### src/osg_defs.svh
// Constants for the oscillator standby and output gating block
//----------------------------------------------------------------------
//----------------------------------------------------------------------
`ifndef OSG_DEFS_SVH
`define OSG_DEFS_SVH

`define OSG_CLK_PERIOD_NS   4
`define OSG_T_START_MS      75
`define OSG_T_START_MAX_MS  150
`define OSG_T_RESUME_US     2000
`define OSG_T_RESUME_MAX_US 3000
`define OSG_T_STDBY_MAX_US  20
// Cycle counts, typical figures, rounded down so the limits hold
`define OSG_START_CYC  ((`OSG_T_START_MS * 1000000) / `OSG_CLK_PERIOD_NS)
`define OSG_RESUME_CYC ((`OSG_T_RESUME_US * 1000) / `OSG_CLK_PERIOD_NS)
`define OSG_DIV_HALF   4'h4
`define OSG_CNT_W      25

`endif

### src/osg_pkg.sv
// Types for the oscillator standby and output gating block
package osg_pkg;
   typedef enum logic [3:0] {
      OSG_POWERUP = 4'h1,
      OSG_ACTIVE  = 4'h2,
      OSG_STANDBY = 4'h4,
      OSG_RESUME  = 4'h8
   } osg_state_e;

   typedef struct packed {
      logic out_o;
      logic out_oe_n;
      logic out_pd;
   } osg_pin_s;
endpackage

### src/osg_core.sv
// Mode control and glitch-free output gating of the oscillator
`timescale 1ns/1ns
`include "osg_defs.svh"
module osg_core
   import osg_pkg::*;
#(
   // Counts in internal clock cycles; a bench may shorten them
   parameter logic [`OSG_CNT_W-1:0] START_CYC  = `OSG_CNT_W'(`OSG_START_CYC),
   parameter logic [`OSG_CNT_W-1:0] RESUME_CYC = `OSG_CNT_W'(`OSG_RESUME_CYC)
) (
   // Clock and reset
   input  wire logic clk,
   input  wire logic arst_n,
   input  wire logic clk_en,
   // Host pin
   input  wire logic standby_select,
   // Output pin
   output osg_pin_s  pin,
   output logic      standby_active,
   output logic      powerdown_n
);

   //------------------------------------------------------------------
   // Synchronizer
   //------------------------------------------------------------------
   logic sel_s1_reg, sel_s2_reg;
   logic sel_s1_next, sel_s2_next;

   // Pin arrives asynchronous; first stage feeds only the second
   always_comb begin
      sel_s1_next = standby_select;
      sel_s2_next = sel_s1_reg;
   end

   always_ff @(posedge clk or negedge arst_n) begin
      if (!arst_n) begin
         sel_s1_reg <= 1'b0;
         sel_s2_reg <= 1'b0;
      end else if (clk_en) begin
         sel_s1_reg <= sel_s1_next;
         sel_s2_reg <= sel_s2_next;
      end
   end

   //------------------------------------------------------------------
   // Fixed divider, the synthesized output clock
   //------------------------------------------------------------------
   logic [3:0] div_reg, div_next;
   logic       ck_reg, ck_next;
   logic       fall_edge;

   // Ratio is a constant; no port can retune it
   // The gate samples fall_edge, the last cycle of each high phase
   always_comb begin
      fall_edge = 1'b0;
      div_next  = div_reg + 4'h1;
      ck_next   = ck_reg;
      if (div_reg == `OSG_DIV_HALF - 4'h1) begin
         div_next  = 4'h0;
         ck_next   = ~ck_reg;
         fall_edge = ck_reg;
      end
   end

   always_ff @(posedge clk or negedge arst_n) begin
      if (!arst_n) begin
         div_reg <= 4'h0;
         ck_reg  <= 1'b0;
      end else if (clk_en) begin
         div_reg <= div_next;
         ck_reg  <= ck_next;
      end
   end

   //------------------------------------------------------------------
   // Mode state machine
   //------------------------------------------------------------------
   osg_state_e                state_reg, state_next;
   logic [`OSG_CNT_W-1:0]     cnt_reg, cnt_next;
   logic                      gate_reg, gate_next;

   // The gate opens only after a timer completes, so the first pulse is already settled
   // A select pulse shorter than eight cycles, one divider period, may never be seen
   always_comb begin
      state_next = state_reg;
      cnt_next   = cnt_reg;
      gate_next  = gate_reg;
      case (state_reg)
         OSG_POWERUP: begin
            cnt_next = cnt_reg + 1'b1;
            if (cnt_reg >= START_CYC - 1'b1 && !sel_s2_reg) begin
               state_next = OSG_ACTIVE;
               cnt_next   = '0;
            end
         end
         OSG_ACTIVE: begin
            // Wait for the gate to close on a low phase first, so the
            // synthesizer is never powered down under a running pulse
            if (sel_s2_reg && !gate_reg) begin
               state_next = OSG_STANDBY;
            end
         end
         OSG_STANDBY: begin
            cnt_next = '0;
            if (!sel_s2_reg) begin
               state_next = OSG_RESUME;
            end
         end
         OSG_RESUME: begin
            cnt_next = cnt_reg + 1'b1;
            if (sel_s2_reg) begin
               state_next = OSG_STANDBY;
            end else if (cnt_reg >= RESUME_CYC - 1'b1) begin
               state_next = OSG_ACTIVE;
               cnt_next   = '0;
            end
         end
         default: state_next = OSG_POWERUP;
      endcase
      // Gate moves only at the falling phase edge: no runts
      if (fall_edge) begin
         gate_next = (state_reg == OSG_ACTIVE) && !sel_s2_reg;
      end
   end

   always_ff @(posedge clk or negedge arst_n) begin
      if (!arst_n) begin
         state_reg <= OSG_POWERUP;
         cnt_reg   <= '0;
         gate_reg  <= 1'b0;
      end else if (clk_en) begin
         state_reg <= state_next;
         cnt_reg   <= cnt_next;
         gate_reg  <= gate_next;
      end
   end

   //------------------------------------------------------------------
   // Output pin
   //------------------------------------------------------------------
   logic out_reg, out_next;

   // Registered AND of gate and clock; both change on the same edge
   always_comb begin
      out_next = gate_next & ck_next;
   end

   always_ff @(posedge clk or negedge arst_n) begin
      if (!arst_n) begin
         out_reg <= 1'b0;
      end else if (clk_en) begin
         out_reg <= out_next;
      end
   end

   // Driver off and weak pull-down on while disabled
   assign pin.out_o    = out_reg;
   assign pin.out_oe_n = ~gate_reg;
   assign pin.out_pd   = ~gate_reg;
   assign standby_active = (state_reg == OSG_STANDBY);
   assign powerdown_n    = (state_reg != OSG_STANDBY);

   //------------------------------------------------------------------
   // Assertions
   //------------------------------------------------------------------
   AST_NO_RUNT: assert property (@(posedge clk) disable iff (!arst_n)
      $rose(gate_reg) |-> !out_reg)
      else $error("Gate rose with output high");
   AST_GATE_LOW: assert property (@(posedge clk) disable iff (!arst_n)
      $changed(gate_reg) |-> !ck_reg)
      else $error("Gate changed while clock high");
   AST_STBY_OFF: assert property (@(posedge clk) disable iff (!arst_n)
      (state_reg == OSG_STANDBY) |-> (pin.out_oe_n && !pin.out_o))
      else $error("Output driven in standby");
   // Nine cycles of synced select cover a falling phase edge just
   // missed; far inside the standby time limit
   AST_OFF_FAST: assert property (@(posedge clk) disable iff (!arst_n)
      (clk_en throughout (sel_s2_reg [*8] ##1 sel_s2_reg)) |-> !gate_reg)
      else $error("Output not disabled promptly");
   AST_POWERUP_OFF: assert property (@(posedge clk) disable iff (!arst_n)
      (state_reg == OSG_POWERUP) |-> !gate_reg)
      else $error("Output enabled before startup ends");
   AST_RESUME_OFF: assert property (@(posedge clk) disable iff (!arst_n)
      (state_reg == OSG_RESUME) |-> !gate_reg)
      else $error("Output enabled during resume");
   // Entry waits for the gate, checked from the cycle it is closed
   AST_ENTER_STBY: assert property (@(posedge clk) disable iff (!arst_n)
      (state_reg == OSG_ACTIVE && sel_s2_reg && !gate_reg && clk_en)
      |=> state_reg == OSG_STANDBY)
      else $error("Standby not entered");
   AST_SYNC: assert property (@(posedge clk) disable iff (!arst_n)
      clk_en |=> sel_s2_reg == $past(sel_s1_reg))
      else $error("Synchronizer stage mismatch");
   AST_CLK_OUT: assert property (@(posedge clk) disable iff (!arst_n)
      (gate_reg && $past(gate_reg)) |-> out_reg == ck_reg)
      else $error("Output does not follow clock");

   // Mode and pin level checks
   AST_OFF_LOW: assert property (@(posedge clk) disable iff (!arst_n)
      pin.out_oe_n |-> (pin.out_pd && !pin.out_o))
      else $error("Released pin not pulled low");
   AST_OPEN_ACT: assert property (@(posedge clk) disable iff (!arst_n)
      $rose(gate_reg) |-> state_reg == OSG_ACTIVE)
      else $error("Gate opened outside active mode");
   AST_ABORT: assert property (@(posedge clk) disable iff (!arst_n)
      (state_reg == OSG_RESUME && sel_s2_reg && clk_en)
      |=> state_reg == OSG_STANDBY)
      else $error("Resume not abandoned on select high");
   AST_HOLD: assert property (@(posedge clk) disable iff (!arst_n)
      (state_reg == OSG_STANDBY && sel_s2_reg && clk_en)
      |=> state_reg == OSG_STANDBY)
      else $error("Standby left while select high");

   COV_ACTIVE: cover property (@(posedge clk) $rose(gate_reg));
   COV_STBY: cover property (@(posedge clk)
      state_reg == OSG_ACTIVE ##1 state_reg == OSG_STANDBY);
   COV_RESUME: cover property (@(posedge clk)
      state_reg == OSG_RESUME ##1 state_reg == OSG_ACTIVE);
   COV_ABORT: cover property (@(posedge clk)
      state_reg == OSG_RESUME ##1 state_reg == OSG_STANDBY);

endmodule

### config.mk
export PLATFORM = sky130hd
export DESIGN_NAME = osg_core
export DESIGN_NICKNAME = d
export VERILOG_FILES = /design/src/osg_pkg.sv /design/src/osg_core.sv
export VERILOG_INCLUDE_DIRS = /design/src
export SDC_FILE = /design/constraint.sdc
export NUM_CORES = 1
export LEC_CHECK = 0
export BUFFER_PORTS_ARGS = -buffer_cell sky130_fd_sc_hd__buf_2
export CAP_MARGIN = 25
export CORE_UTILIZATION = 52
export CTS_CLUSTER_DIAMETER = 60
export DETAILED_ROUTE_END_ITERATION = 16
export GPL_ROUTABILITY_DRIVEN = 0
export PLACE_DENSITY = 0.69
export SETUP_SLACK_MARGIN = 0.4
export SYNTH_ARGS = -nofsm -noshare
export SYNTH_HDL_FRONTEND = slang
export SYNTH_SLANG_ARGS = --single-unit
### constraint.sdc
create_clock -name clk -period 4.9 [get_ports clk]
set_input_delay 1.225 -clock clk [delete_from_list [all_inputs] [get_ports clk]]
set_output_delay 1.225 -clock clk [all_outputs]
set_load 0.02 [all_outputs]
# == Word level (Yosys, flattened, before mapping) ==
# Cells that the tools add are included.
# word_totals
ff_bits,38
latch_bits,0
ramBits,0
rom_bits,0
input_bits,4
word_cells,47
n_memories,0
# op_classes
add_sub_neg,2
n_mul,0
div,0
magnitude_cmp,2
n_eq_ne,10
shifts,0
mux,14
n_bitwise,3
n_reduce_logical,8
# ops
op,n
$mux 25,3
$pmux 25 s3,1
$add 25x1->25 const B,1
$ge 25x19->1 const B,1
$ge 25x25->1 const B,1
$mux 4,6
$pmux 4 s4,1
$eq 4x2->1 const B,2
$ne 2x2->1 const B,3
$reduce_and 5->1,1
$add 4x1->4 const B,1
$eq 4x1->1 const B,1
$eq 4x3->1 const B,1
$eq 4x4->1 const B,1
$ne 4x3->1 const B,1
$logic_and 1x1->1,3
$mux 1,3
$ne 3x3->1 const B,1
$reduce_bool 3->1,1
$logic_not 1->1,2
$not 1->1,2
$reduce_and 2->1,1
$and 1x1->1,1

# == Logic depth before layout (Yosys ltp) ==
# depth
ltp_word,4
depth_mapped,9
mapped_depth_nobuf,8

# == Worst setup path before layout ==
# No wires, ideal clock.
# synth_timing
path_kind,input-to-reg
startpoint,input clk_en
endpoint,register cnt_reg[3]
arrival_time_ps,2386
setup_slack_ps,2386
stages,6
cell_sequence,clkbuf_1 o2111a_1 o211ai_2 nor2_8 buf_8 o22ai_2
# synth_via
elab_chain_len,1
# synth_rtl
item,line,text
start: declaration,osg_core.sv:14,"input wire logic clk_en,"
$reduce_and 2->1 (no source line),--,
end signal: assignment,osg_core.sv:133,cnt_reg <= cnt_next;
end: declaration,osg_core.sv:79,"logic [`OSG_CNT_W-1:0] cnt_reg, cnt_next;"
# Every way passes these cells.
# A chain may end at the register's enable or synchronous reset.

# == Worst setup path after layout ==
# layout_timing
startpoint,register cnt_reg[14]
endpoint,register cnt_reg[12]
# layout_via
elab_chain_len,4
# layout_rtl
item,line,text
$ge 25x19->1 or $ge 25x25->1 (tied branches),"osg_core.sv:113, osg_core.sv:91",
$mux 25 or $logic_and 1x1->1 (tied branches),"osg_core.sv:113, osg_core.sv:91",
$mux 25 (on tied branches),"osg_core.sv:111, osg_core.sv:91",
$pmux 25 s3 *,osg_core.sv:88,case (state_reg)
# Every way passes the cells marked *; elsewhere a longest branch is shown, timed or not.

==> reports/qor.txt <==
Standard-cell rows -> 23
CTS Hold Bufs -> 0
Power after layout -> 0.000885 W
# IOs -> 9
Most common library cells after synthesis -> dfrtp_1, nand2_1, nor2_1, o21ai_0, nand3_1
Clock transition at the registers of the reported paths -> 0.08 ns
Final setup viols -> 0
Number of setup buffers added after CTS -> 0
Synth area leader -> dfrtp_1
Register area share after synthesis -> 42.1%
Die area -> 0.00462 mm²
Maximum clock frequency -> 372 MHz
Vias -> 1836
Worst Hold Path Cells -> 2
Max reg flops -> 25
Grt total ovfl -> 0
Post-Place Cells -> 294
Maximum clock path buffer count -> 2
FF-to-FF path depth -> 6
CP Max Fanout -> 11
Max stage delay on crit path -> 0.58 ns
Minimum clock period -> 2.69 ns
Cell count after synthesis -> 249
Post-synth EDFFs -> 0
Slew headroom -> 42.5%
Final net count -> 258
Critical Path RT -> 5.05 ns
Die Wd -> 68.0 µm
Average size of a mapped cell -> 9.09 µm²
HP Class -> flop to flop
Crit path launch type -> flop
FFs w/ async S/R, synth -> 100%
Yosys top cell area share -> 40.9%
CTS root buf -> clkbuf_8
CTS tree -> built
Slew Viols, Final -> 0
# diodes -> 0
Largest net degree at the start of global routing -> 39
WP data arrival -> 2.84 ns
Die height -> 68.0 µm
Final Util -> 59.4%
First-pass GRT wire length -> 8160 µm
Synth warn -> 0
Critical-path top delay cell -> or4_1
DP HPWL -> 3260 µm
Layout cells sized above 1 -> 13.5%
Worst skew pair latency -> 0.30 ns
Area of the multi-input gates -> 0.00118 mm²
Vias in the first global route -> 1687
Dominant cells by area after synthesis -> dfrtp_1, nand2_1, o21ai_0
Count leader, synth -> dfrtp_1
Status -> complete, no violations
Area Overhead vs Synth -> 7.24%
Top_reg_cell synth -> dfrtp_1
Drt first pass iters -> 4
Cts repair resizes -> 0
Synth Net Count -> 256
Synth unique cells -> 53
Slew @ Worst Pin -> 0.863 ns
Worst VDD drop -> 0.000252 V
Total power divided by cell area -> 365 mW/mm²
Clk sink count -> 38
RSZ-0062 raised after global routing -> no
Leakage power -> 0.987 nW
Post-Syn Area -> 0.00226 mm²
Setup TNS -> 0 ns
Initial Utilization -> 55.4%
Clk_skew -> 0.0119 ns
DRC -> 0
Max Cap Viol -> 0
Non-filler cells, final -> 302
Number of synthesized register bits -> 38
Buffers on Ports -> 8
Initial antenna violation count -> 0
Crit Path Category -> flop to flop
Starting DRT DRC Count -> 174
DR vias/cell -> 6.08
CTS buffer count -> 5
GRT Util Overall -> 24.0%
Post-route ant nets -> 0
Stages on worst setup path -> 6
Core box area -> 0.00409 mm²
Buf+Inv Stages, Crit Path -> 0
FF/Latch Area -> 952 µm²
Number of fill cells -> 362
Tcrit/Tclk final -> 54.9%
Final hold vios -> 0
Crit. End Element -> flop
Smallest hold slack -> 0.495 ns
Delay-heaviest family, CP -> simple AND/OR/NAND/NOR gates
Final WL -> 4850 µm
H-tree Lvls -> 2
Avg WL per Cell -> 16.1 µm
CP Cell Sequence -> or4_1 -> nor4_1 -> nand4_1 -> and4b_1 -> o21ai_4 -> o22ai_1
==> cell type report <==
cell class / instances / area share [%]
Sequential cell: 38 / 39.2
Inverter: 10 / 1.55
Multi-Input combinational cell: 187 / 48.8
Timing Repair Buffer: 9 / 1.96
Clock inverter: 2 / 2.47
Tap cell: 50 / 2.58
Clock buffer: 6 / 3.40
==> where the power goes <==
group / switching (W) / total (W) / internal [W]
combinational: 0.0000918 / 0.000153 / 0.0000614
sequential: 0.0000443 / 0.000398 / 0.000353
clock: 0.000117 / 0.000334 / 0.000217
==> layout by cell type (no fill, tap or decap), types with 4 or more instances in the layout <==
cell type   n
or3_1       5
nand2_1    23
a21oi_1     5
nand2b_1    4
or2_2       7
nand4_1     8
nand3_1    13
o21ai_0    16
xor2_1      6
xnor2_1     5
o31ai_1     5
nor2_1     18
buf_2       8
nor4_1      4
nor3_1      8
o22ai_1     9
clkbuf_8    6
inv_1      10
dfrtp_1    37
==> logic make-up after synthesis <==
| family | after synthesis | share of synthesized area [%] |
|---|---|---|
| compound gates | 59 | 18.3 |
| xor+xnor | 11 | 4.26 |
| fa+ha+maj | 3 | 1.66 |
| buf+inv | 24 | 5.58 |
| flops | 38 | 42.1 |
| mux | 3 | 1.44 |
| simple gates | 111 | 26.7 |
==> stage by stage <==
step / setup WS (ns) / cell area, µm²
after floorplan: 2.39 / 2260
after global placement: 2.11 / 2280
after detailed placement: 2.10 / 2280
after CTS: 2.26 / 2430
after global routing: 2.08 / 2430
final: 2.21 / 2430
==> routing by layer <==
layer	up-vias	track usage (%)	part of all wire, %
met4	0	10.4	1.3
li1	919	-	-
met3	6	5.67	3.5
met2	34	35.5	45
met5	-	0	0
met1	877	33.1	50
==> tightest hold or removal path, delay by kind of cell (launching register included) <==
family | cells | cell delay, ns
and+or+nand+nor | 1 | 0.05
DFF | 1 | 0.34
AOI/OAI and AO/OA | 1 | 0.07
==> worst paths after layout <==
check,to,slack [ns],startpoint
max,cnt_reg[12],2.21,cnt_reg[14]
max reg2reg,cnt_reg[12],2.21,cnt_reg[14]
min,sel_s2_reg,0.50,sel_s1_reg
min reg2reg,sel_s2_reg,0.50,sel_s1_reg
max in group asynchronous,sel_s1_reg,3.32,arst_n
min in group asynchronous,state_reg[3],1.03,arst_n
No activity file was read; power rests on OpenSTA's default activity.
